$ cat config.mk
export PLATFORM = sky130hd
export DESIGN_NAME = ctbf_top
export DESIGN_NICKNAME = d
export VERILOG_FILES = /design/src/core/ctbf_pkg.sv /design/src/core/ctbf_top.sv
export SDC_FILE = /design/constraint.sdc
export NUM_CORES = 1
export LEC_CHECK = 0
export ABC_AREA = 1
export ABC_CLOCK_PERIOD_IN_PS = 3850
export BUFFER_PORTS_ARGS = -buffer_cell sky130_fd_sc_hd__buf_2
export CAP_MARGIN = 30
export CORE_MARGIN = 3
export CORE_UTILIZATION = 35
export DETAILED_ROUTE_END_ITERATION = 8
export GPL_TIMING_DRIVEN = 1
export HOLD_SLACK_MARGIN = 0.02
export SLEW_MARGIN = 20
export SYNTH_ARGS = -nofsm -noshare
export SYNTH_HDL_FRONTEND = slang
export SYNTH_SLANG_ARGS = --single-unit
$ cat constraint.sdc
create_clock -name pclk -period 3.85 [get_ports pclk]
set_input_delay 0.77 -clock pclk [delete_from_list [all_inputs] [get_ports pclk]]
set_output_delay 0.77 -clock pclk [all_outputs]
set_load 0.01 [all_outputs]
$ cat src/core/ctbf_pkg.sv
// constants, register map and carrier types of the coarse-tune band finder
package ctbf_pkg;
  // clocks and times
  localparam longint CLK_HZ        = 125000000;
  localparam longint REF_HZ        = 1280000;   // reference clock, 1.28 MHz
  localparam int     REF_DIV       = int'(CLK_HZ / REF_HZ);
  localparam int     REF_DIV_W     = 7;
  localparam int     PRESCALE_W    = 4;         // divide-by-sixteen
  localparam int     GATE_MSB      = 14;        // 16384 reference clocks
  localparam int     RANGE_W       = 15;
  localparam int     NUM_BANDS     = 8;
  localparam int     NUM_SOL       = 11;
  localparam int     NUM_FILT      = 3;
  localparam int     GAIN_W        = 3;
  localparam int     TICK_W        = 24;
  localparam int     TIMER_S       = 10;        // servo window, seconds
  localparam int     RAMP_DELAY_MS = 1000;      // ramp-hold delay, ms
  localparam int     ONESHOT_US    = 1000;      // one-shot widths, us
  localparam longint TIMER_TICKS   = TIMER_S * REF_HZ;
  localparam longint RAMP_TICKS    = (RAMP_DELAY_MS * REF_HZ) / 1000;
  localparam longint ONESHOT_TICKS = (ONESHOT_US * REF_HZ) / 1000000;

  // register byte offsets
  localparam logic [11:0] CTRL_OFS   = 12'h000;
  localparam logic [11:0] STATUS_OFS = 12'h004;
  localparam logic [11:0] COUNT_OFS  = 12'h008;
  localparam logic [11:0] GATE_OFS   = 12'h00c;

  // control field positions
  localparam int CTRL_SOL_EN    = 0;
  localparam int CTRL_TUNE_DONE = 1;
  localparam int CTRL_CLR_COARSE = 2;   // write-one pulse
  localparam int CTRL_CLR_MUTE  = 3;    // write-one pulse
  localparam logic [1:0] CTRL_RESET = 2'h0;

  // band latch thresholds in divided pulses, ascending frequency
  localparam logic [RANGE_W-1:0] BAND_THR [NUM_BANDS] = '{
    15'h0500, 15'h0780, 15'h0af0, 15'h0fa0,
    15'h15e0, 15'h1f40, 15'h2bc0, 15'h3e80};

  // solenoid map: bit b set means band b+1 needs this capacitor
  localparam logic [NUM_BANDS-1:0] SOL_MAP [NUM_SOL] = '{
    8'h06, 8'h14, 8'hd0, 8'hd8, 8'he0, 8'hc1,
    8'hcb, 8'h82, 8'h1c, 8'h03, 8'h0f};

  // status word as read back
  typedef struct packed {
    logic [15:0]          reserved;
    logic                 ramp_hold;
    logic                 timer_running;
    logic                 coarse_cmd;
    logic                 mute;
    logic                 measuring;
    logic [2:0]           band_code;
    logic [NUM_BANDS-1:0] band_latch;
  } ctbf_status_t;

  // apb request bundle
  typedef struct packed {
    logic        sel;
    logic        enable;
    logic        write;
    logic [11:0] addr;
    logic [31:0] wdata;
  } ctbf_apb_req_t;

  typedef enum logic [1:0] {SEQ_IDLE, SEQ_SHOT1, SEQ_SHOT2} ctbf_seq_t;
endpackage

$ cat src/core/ctbf_top.sv
// coarse-tune band finder: frequency gate, band decode and servo start sequence
//
// Chosen here: the APB slave port and the register offsets.
`timescale 1ns/10ps
`default_nettype none
module ctbf_top
  import ctbf_pkg::*;
#(
  parameter logic [TICK_W-1:0] TIMER_CNT   = TICK_W'(TIMER_TICKS),
  parameter logic [TICK_W-1:0] RAMP_CNT    = TICK_W'(RAMP_TICKS),
  parameter logic [TICK_W-1:0] SHOT1_CNT   = TICK_W'(ONESHOT_TICKS),
  parameter logic [TICK_W-1:0] SHOT2_CNT   = TICK_W'(ONESHOT_TICKS),
  parameter logic [RANGE_W-1:0] THR [NUM_BANDS] = BAND_THR
) (
  // clock, reset, enable
  input  wire  logic                 pclk,
  input  wire  logic                 presetn,
  input  wire  logic                 ce,
  // apb slave
  input  wire  logic                 psel,
  input  wire  logic                 penable,
  input  wire  logic                 pwrite,
  input  wire  logic [11:0]          paddr,
  input  wire  logic [31:0]          pwdata,
  input  wire  logic [3:0]           pstrb,
  output logic                       pready,
  output logic [31:0]                prdata,
  output logic                       pslverr,
  // drive unit and front panel
  input  wire  logic                 tune_in,
  input  wire  logic                 tune_reset_pulse,
  input  wire  logic                 range_override_switch,
  input  wire  logic [GAIN_W-1:0]    gain_req,
  // band outputs
  output logic [NUM_BANDS-1:0]       band_sel,
  output logic [NUM_FILT-1:0]        filter_sel,
  output logic [NUM_SOL-1:0]         solenoid_switch_gate,
  output logic [2:0]                 band_code,
  output logic [NUM_BANDS-1:0]       coarse_tap_sel,
  output logic [NUM_BANDS-1:0]       load_tap_sel,
  // servo sequence outputs
  output logic                       mute,
  output logic                       coarse_cmd,
  output logic                       coarse_led,
  output logic                       ramp_hold,
  output logic                       timer_running,
  output logic                       servo_relay_en,
  output logic [GAIN_W-1:0]          gain_ctrl
);

  ctbf_apb_req_t        req;
  ctbf_status_t         status;
  ctbf_seq_t            seq;
  logic [1:0]           ctrl;
  logic                 clr_coarse;
  logic                 clr_mute;
  logic [REF_DIV_W-1:0] ref_div;
  logic                 ref_tick;
  logic                 tune_prev;
  logic                 pulse_prev;
  logic                 cmd_rise;
  logic                 cmd_fall;
  logic [PRESCALE_W-1:0] prescale;
  logic                 div_pulse;
  logic                 clk_gate_en;
  logic                 pulse_gate_en;
  logic                 gate_open;
  logic [GATE_MSB:0]    gate_count;
  logic [RANGE_W-1:0]   range_count;
  logic [NUM_BANDS-1:0] band_latch;
  logic [NUM_BANDS-1:0] therm_onehot;
  logic [TICK_W-1:0]    shot_count;
  logic                 shot2_start;
  logic [TICK_W-1:0]    timer_count;
  logic                 ramp_pending;
  logic [TICK_W-1:0]    ramp_count;
  logic                 wr_en;
  logic                 rd_en;
  logic                 addr_ok;
  logic [31:0]          next_rdata;

  assign req = '{sel: psel, enable: penable, write: pwrite, addr: paddr, wdata: pwdata};

  // zero-wait slave, errors on unmapped offsets
  assign pready  = 1'b1;
  assign addr_ok = (req.addr == CTRL_OFS) || (req.addr == STATUS_OFS) ||
                   (req.addr == COUNT_OFS) || (req.addr == GATE_OFS);
  assign pslverr = req.sel && req.enable && !addr_ok;
  assign wr_en   = ce && req.sel && req.enable && req.write && addr_ok;
  assign rd_en   = ce && req.sel && !req.enable && !req.write;

  // control register; clear bits act as write-one pulses
  always_ff @(posedge pclk or negedge presetn) begin
    if (!presetn) begin
      ctrl       <= CTRL_RESET;
      clr_coarse <= 1'b0;
      clr_mute   <= 1'b0;
    end else if (ce) begin
      clr_coarse <= 1'b0;
      clr_mute   <= 1'b0;
      if (wr_en && req.addr == CTRL_OFS && pstrb[0]) begin
        ctrl       <= req.wdata[CTRL_TUNE_DONE:CTRL_SOL_EN];
        clr_coarse <= req.wdata[CTRL_CLR_COARSE];
        clr_mute   <= req.wdata[CTRL_CLR_MUTE];
      end
    end
  end

  // status assembly; reserved bits read zero
  always_comb begin
    status               = '0;
    status.band_latch    = band_latch;
    status.band_code     = band_code;
    status.measuring     = clk_gate_en;
    status.mute          = mute;
    status.coarse_cmd    = coarse_cmd;
    status.timer_running = timer_running;
    status.ramp_hold     = ramp_hold;
  end

  // read data is sampled in the setup cycle so it is stable for the access
  always_comb begin
    next_rdata = 32'h0000_0000;
    case (req.addr)
      CTRL_OFS:   next_rdata = {30'h0, ctrl};
      STATUS_OFS: next_rdata = status;
      COUNT_OFS:  next_rdata = {17'h0, range_count};
      GATE_OFS:   next_rdata = {17'h0, gate_count};
      default:    next_rdata = 32'h0000_0000;
    endcase
  end

  always_ff @(posedge pclk or negedge presetn) begin
    if (!presetn) begin
      prdata <= 32'h0000_0000;
    end else if (rd_en) begin
      prdata <= next_rdata;
    end
  end

  // input edge history
  always_ff @(posedge pclk or negedge presetn) begin
    if (!presetn) begin
      tune_prev  <= 1'b0;
      pulse_prev <= 1'b0;
    end else if (ce) begin
      tune_prev  <= tune_in;
      pulse_prev <= tune_reset_pulse;
    end
  end
  assign cmd_rise = tune_reset_pulse && !pulse_prev;
  assign cmd_fall = !tune_reset_pulse && pulse_prev;

  // reference tick, stopped once software reports tuning complete
  always_ff @(posedge pclk or negedge presetn) begin
    if (!presetn) begin
      ref_div <= '0;
    end else if (ce) begin
      if (ctrl[CTRL_TUNE_DONE] || ref_div == REF_DIV_W'(REF_DIV - 1)) begin
        ref_div <= '0;
      end else begin
        ref_div <= ref_div + 1'b1;
      end
    end
  end
  assign ref_tick = !ctrl[CTRL_TUNE_DONE] && (ref_div == REF_DIV_W'(REF_DIV - 1));

  // divide-by-sixteen prescaler on tuning input rising edges
  always_ff @(posedge pclk or negedge presetn) begin
    if (!presetn) begin
      prescale <= '0;
    end else if (ce) begin
      if (cmd_rise) begin
        prescale <= '0;
      end else if (tune_in && !tune_prev) begin
        prescale <= prescale + 1'b1;
      end
    end
  end
  assign div_pulse = tune_in && !tune_prev && (prescale == '1);

  // gates and gate-open latch; command wins over a closing count
  always_ff @(posedge pclk or negedge presetn) begin
    if (!presetn) begin
      clk_gate_en   <= 1'b0;
      pulse_gate_en <= 1'b0;
      gate_open     <= 1'b0;
    end else if (ce) begin
      if (cmd_rise) begin
        clk_gate_en   <= 1'b1;
        pulse_gate_en <= 1'b1;
        gate_open     <= 1'b0;
      end else begin
        if (gate_count[GATE_MSB]) begin
          clk_gate_en   <= 1'b0;
          pulse_gate_en <= 1'b0;
        end
        if (div_pulse && pulse_gate_en) begin
          gate_open <= 1'b1;
        end
      end
    end
  end

  // gate-length counter in reference ticks
  always_ff @(posedge pclk or negedge presetn) begin
    if (!presetn) begin
      gate_count <= '0;
    end else if (ce) begin
      if (cmd_rise) begin
        gate_count <= '0;
      end else if (ref_tick && clk_gate_en && gate_open && !gate_count[GATE_MSB]) begin
        gate_count <= gate_count + 1'b1;
      end
    end
  end

  // band-range counter, saturating so a very high input cannot wrap to a low band
  always_ff @(posedge pclk or negedge presetn) begin
    if (!presetn) begin
      range_count <= '0;
    end else if (ce) begin
      if (cmd_rise) begin
        range_count <= '0;
      end else if (div_pulse && pulse_gate_en && range_count != '1) begin
        range_count <= range_count + 1'b1;
      end
    end
  end

  // band latches and thermometer-to-one-hot decode
  genvar gi;
  generate
    for (gi = 0; gi < NUM_BANDS; gi++) begin : g_band
      always_ff @(posedge pclk or negedge presetn) begin
        if (!presetn) begin
          band_latch[gi] <= 1'b0;
        end else if (ce) begin
          if (cmd_rise) begin
            band_latch[gi] <= 1'b0;
          end else if (range_count >= THR[gi]) begin
            band_latch[gi] <= 1'b1;
          end
        end
      end
      if (gi == NUM_BANDS - 1) begin : g_top
        assign therm_onehot[gi] = band_latch[gi];
      end else begin : g_mid
        assign therm_onehot[gi] = band_latch[gi] ^ band_latch[gi+1];
      end
      // band 1 is the highest frequency
      assign band_sel[gi]       = therm_onehot[NUM_BANDS-1-gi];
      assign coarse_tap_sel[gi] = band_latch[0] && (band_code == 3'(gi));
      assign load_tap_sel[gi]   = band_latch[0] && (band_code == 3'(gi));
    end
  endgenerate

  // band code is the one-hot band index
  always_comb begin
    band_code = 3'h0;
    for (int b = 0; b < NUM_BANDS; b++) begin
      if (band_sel[b]) begin
        band_code = 3'(b);
      end
    end
  end

  // solenoid drives, gated by the software enable
  generate
    for (gi = 0; gi < NUM_SOL; gi++) begin : g_sol
      assign solenoid_switch_gate[gi] = ctrl[CTRL_SOL_EN] && |(SOL_MAP[gi] & band_sel);
    end
  endgenerate

  // filter select: three grid networks covering low, middle and high groups
  assign filter_sel[0] = band_latch[0] && !band_latch[3];
  assign filter_sel[1] = band_latch[3] && !band_latch[6];
  assign filter_sel[2] = band_latch[6];

  // mute latch, set on pulse start; set wins over software clear
  always_ff @(posedge pclk or negedge presetn) begin
    if (!presetn) begin
      mute <= 1'b0;
    end else if (ce) begin
      if (cmd_rise) begin
        mute <= 1'b1;
      end else if (clr_mute) begin
        mute <= 1'b0;
      end
    end
  end

  // chained one-shots timed in reference ticks
  always_ff @(posedge pclk or negedge presetn) begin
    if (!presetn) begin
      seq        <= SEQ_IDLE;
      shot_count <= '0;
    end else if (ce) begin
      case (seq)
        SEQ_IDLE: begin
          if (cmd_fall) begin
            seq        <= SEQ_SHOT1;
            shot_count <= '0;
          end
        end
        SEQ_SHOT1: begin
          if (shot_count >= SHOT1_CNT) begin
            seq        <= SEQ_SHOT2;
            shot_count <= '0;
          end else if (ref_tick) begin
            shot_count <= shot_count + 1'b1;
          end
        end
        SEQ_SHOT2: begin
          if (shot_count >= SHOT2_CNT) begin
            seq        <= SEQ_IDLE;
            shot_count <= '0;
          end else if (ref_tick) begin
            shot_count <= shot_count + 1'b1;
          end
        end
        default: begin
          seq        <= SEQ_IDLE;
          shot_count <= '0;
        end
      endcase
    end
  end
  assign shot2_start = (seq == SEQ_SHOT1) && (shot_count >= SHOT1_CNT);

  // coarse and ramp-pending latches; set wins over software clear
  always_ff @(posedge pclk or negedge presetn) begin
    if (!presetn) begin
      coarse_cmd   <= 1'b0;
      ramp_pending <= 1'b0;
    end else if (ce) begin
      if (seq == SEQ_SHOT2) begin
        coarse_cmd   <= 1'b1;
        ramp_pending <= 1'b1;
      end else if (clr_coarse) begin
        coarse_cmd   <= 1'b0;
        ramp_pending <= 1'b0;
      end
    end
  end
  assign coarse_led = coarse_cmd;

  // servo window timer; the limit ends timer_running and with it the servo relay enable
  always_ff @(posedge pclk or negedge presetn) begin
    if (!presetn) begin
      timer_count   <= '0;
      timer_running <= 1'b0;
    end else if (ce) begin
      if (shot2_start) begin
        timer_count   <= '0;
        timer_running <= 1'b1;
      end else if (timer_running) begin
        if (timer_count >= TIMER_CNT - 1'b1) begin
          timer_running <= 1'b0;
        end else if (ref_tick) begin
          timer_count <= timer_count + 1'b1;
        end
      end
    end
  end
  assign servo_relay_en = timer_running && !range_override_switch;

  // ramp-hold: high until the delay after ramp-pending sets
  always_ff @(posedge pclk or negedge presetn) begin
    if (!presetn) begin
      ramp_count <= '0;
      ramp_hold  <= 1'b1;
    end else if (ce) begin
      if (cmd_rise || !ramp_pending) begin
        ramp_count <= '0;
        ramp_hold  <= 1'b1;
      end else if (ramp_count >= RAMP_CNT) begin
        ramp_hold <= 1'b0;
      end else if (ref_tick) begin
        ramp_count <= ramp_count + 1'b1;
      end
    end
  end

  // maximum servo sensitivity while coarse tuning
  assign gain_ctrl = coarse_cmd ? '0 : gain_req;

endmodule // ctbf_top
`default_nettype wire

==> Implementation_results.wiki <==
{| class="wikitable"
! Metric !! Value
|-
| Yosys reg bits || roughly 150
|-
| Total overflow reported by the global router || 0
|-
| Critical path endpoint category || primary output
|-
| Reg2reg start || ref_div[0]
|-
| Data arrival time at the worst-slack endpoint || 2220 ps
|-
| Number of buffers added on ports || 95
|-
| Die X || around 170 um
|-
| Number of enable flip-flop cells after synthesis || 0
|-
| Clock-pin slew on the worst setup and hold paths || around 60 ps
|-
| Relative slew slack || between 40 and 50%
|-
| Reg-to-reg setup timing slack || around 1600 ps
|-
| Simple-gate area share of the yosys netlist || a little over a third
|-
| Combinational family with the most area after synthesis || simple AND/OR/NAND/NOR gates
|-
| Library cell occupying the most area in the post-synthesis netlist || dfrtp_1
|-
| Effective utilization at floorplan || between 30 and 40%
|-
| Gate count of the mapped netlist || about 1400
|-
| Number of global-route vias before repair || roughly 8100
|-
| Worst-case clock buffer depth || 2
|-
| Worst slew pin tran || between 800 and 900 ps
|-
| Share of cell area taken by muxes after synthesis || 0.1190%
|-
| Worst IR Drop VDD || approximately 0.25 mV
|-
| Pre-antenna DRT Iters || 5
|-
| Maximum number of pins on one net before global-route repair || 67
|-
| Clock skew || between 10 and 15 ps
|-
| Crit share post-route || about 80%
|-
| Path class of the lowest-slack min-delay path || in2async
|-
| Most common cell in the netlist || nand2_1
|-
| Ant. Diodes || 0
|-
| Most instantiated flip-flop cell in the synthesis netlist || dfrtp_1
|-
| Number of violations of the max-capacitance limit || 0
|-
| Adder and majority gate portion of the synthesized area || 1.983%
|-
| Hold Vio Cnt, Final || 0
|-
| Final cell count without fillers || approximately 1800
|-
| Cell Rows || around 60
|-
| Via total after detailed routing || 8815
|-
| Worst-Skew Late Latency || 430 ps
|-
| Clock buffer count from CTS || 17
|-
| Maximum fanout encountered on the critical timing path || 4
|-
| Area occupied by registers || 3780 um^2
|-
| TritonCTS clock tree || done
|-
| Aggregate routed wire length || around 25000 um
|-
| Final-report max-slew violation count || 0
|-
| Synth unique cells || 40
|-
| Critical-path cell list || inv_1, ha_1, nand3_1, nand3_1, nand2_1, nand2_1, inv_1, nand2_1, nor2_1, buf_2
|-
| Resize count post-CTS || 0
|-
| RR Endpoint || timer_count[8]
|-
| Fill count || around 2700
|-
| Largest stage delay on the critical path || around 420 ps
|-
| Antenna violations before repair || 0
|-
| Number of warning messages in the yosys log || 0
|-
| Root buffer cell || clkbuf_16
|-
| Core outline area || around 26000 um^2
|-
| Number of placed I/O pins || 144
|-
| Netlist area before placement || 9467 um^2
|-
| Status || finished clean
|-
| Commonest cells in the synthesized netlist || nand2_1, nor2_1, dfrtp_1
|-
| Crit start category || flip-flop
|-
| Async set-or-reset flop fraction in the synthesized netlist || 100.0%
|-
| Complex-gate fraction of the synthesized area || under 10%
|-
| Top cells by area in the synthesized netlist || dfrtp_1, nand2_1, nor2_1
|-
| Starting DRT DRC Count || 670
|-
| Summed negative setup slack over all endpoints || 0 ps
|-
| Combined global-route utilization of all metal layers || 17.08%
|-
| Master of the slowest instance on the critical path || dfrtp_1
|-
| Total of hold buffers inserted after clock tree synthesis || 0
|-
| Multi-input gate area || 4763 um^2
|-
| Total die area || roughly 29000 um^2
|-
| Achievable frequency || about 0.33 GHz
|-
| Via-to-Cell Ratio || between 4 and 5
|-
| Final weighted congestion in routability-driven placement || 0.9105
|-
| Global-route wire length before repair || between 40000 and 50000 um
|-
| Power density over the cells || about 450 nW/um^2
|-
| Total half-perimeter wirelength after legalization and detailed placement || around 18000 um
|-
| Number of sinks handled by clock tree synthesis || roughly 150
|-
| Fraction of layout instances using a drive strength above 1 || a little under an eighth
|-
| Syn-to-layout area delta || 13.18%
|-
| Required time at the worst-slack endpoint || around 3100 ps
|-
| Count of nets after finishing || 1528
|-
| Cells on worst reg2reg path || 11
|-
| Cell seen most often among critical-path stages || nand2_1
|-
| Total DRC errors in the routed layout || 0
|-
| Unrepaired setup endpoints after global routing || false
|-
| Yosys top cell area share || between 30% and 40%
|-
| Average instance area after synthesis || 6.875 um^2
|-
| Total of endpoints with negative setup slack in the final report || 0
|-
| WS Path Type || reg2out
|-
| Final Critical Period || ~3000 ps
|-
| Xor and xnor fraction of the mapped netlist area || under 10%
|-
| Post-placement cell count || ~1800
|-
| Reported leakage power || 5.220 nW
|-
| Post-CTS setup buffers || 0
|-
| WL/cell || around 14 um
|-
| Part of the Yosys area used for sequential elements || around 40%
|-
| Number of nets still failing antenna checks after routing || 0
|-
| Die height || around 170 um
|-
| Max H-tree Level || 4
|}
## cells in the final DEF (no fill, tap or decap), types with 2 or more instances in the layout
master / count
nand2_1: 404
nor2_1: 203
dfrtp_1: 150
inv_1: 140
nand3_1: 123
buf_2: 94
o21ai_0: 58
nand4_1: 34
nor3_1: 31
a21oi_1: 31
xor2_1: 28
o21ai_1: 21
conb_1: 17
clkbuf_16: 17
ha_1: 15
buf_4: 14
o22ai_1: 12
xnor2_1: 11
inv_2: 9
nor3b_1: 7
nand2_2: 6
nor2_2: 5
bufinv_16: 4
o211ai_1: 3
clkbuf_1: 3
clkinv_2: 3
a31oi_1: 2
or2_2: 2
a31o_2: 2
## cell families (layout without fill, tap and decap cells)
group                      count (synthesis)  in the layout
AOI/OAI and AO/OA                        131            131
xor gates and xnor gates                  39             39
adders and majority gates                 15             15
buffers and inverters                    217            289
DFF                                      151            151
muxes                                      1              1
other                                      2             17
and+or+nand+nor                          821            821
## worst max path at each step
stage / start / endpoint / slack [ps] / cells past startpoint
floorplan: band_latch[3] / load_tap_sel[3] / 1290 / 8
global placement: tune_reset_pulse / ramp_count[18] / 980 / 12
detailed placement: tune_reset_pulse / ramp_count[18] / 980 / 12
CTS: band_sel[0] / coarse_tap_sel[4] / 820 / 10
global route: band_latch[3] / coarse_tap_sel[3] / 580 / 10
finish: band_sel[0] / coarse_tap_sel[4] / 860 / 10
## per-stage QoR
step	area [um^2]	power [mW]	hold WS [ps]	utilization, %	setup WS [ps]
2_1_floorplan	9523	2.685	453.0	-	1291
3_3_place_gp	10110	3.059	461.3	38.37	980.5
3_5_place_dp	10110	3.078	461.3	38.37	984.8
4_1_cts	10710	4.845	362.9	40.65	823.4
5_1_grt	10710	5.089	379.8	40.65	578.7
6_report	10710	4.793	349.0	40.65	856.3
## state kept, by name (all words and copies together), names as in the netlist, 2 cells and up
name,flops
prdata,16
ref_div,7
band_latch,6
prescale,4
range_count,15
gate_count,15
timer_count,24
ctrl,2
shot_count,24
seq,2
ramp_count,24
## worst max-delay path, delay by kind of cell, from the launching register on
| family | cells | cell delay [ps] |
|---|---|---|
| adder cells (fa/ha/maj) | 1 | 310 |
| buffers and inverters | 3 | 480 |
| flip-flops | 1 | 420 |
| AND/OR/NAND/NOR | 6 | 600 |
## cell type report
class	instances	area share, %
Timing Repair Buffer	109	5.477
Clock inverter	9	1.413
Sequential cell	151	35.28
Multi-Input combinational cell	1024	44.46
Clock buffer	21	4.204
Inverter	150	5.255
Tap cell	335	3.912
## metal layers
metal	share of wire (%)	wire [um]	track usage [%]
met5	0	0	0
met2	45	11090	27.27
met1	48	11750	23.70
met4	2.1	524	5.467
met3	4.6	1137	2.880
## power by group
part | internal (mW) | total, mW | switching [mW]
Combinational | 0.363 | 1.14 | 0.778
Sequential | 1.73 | 1.90 | 0.176
Clock | 1.09 | 1.75 | 0.657
Total | 3.18 | 4.79 | 1.61
(Power assumes the default switching activity.)
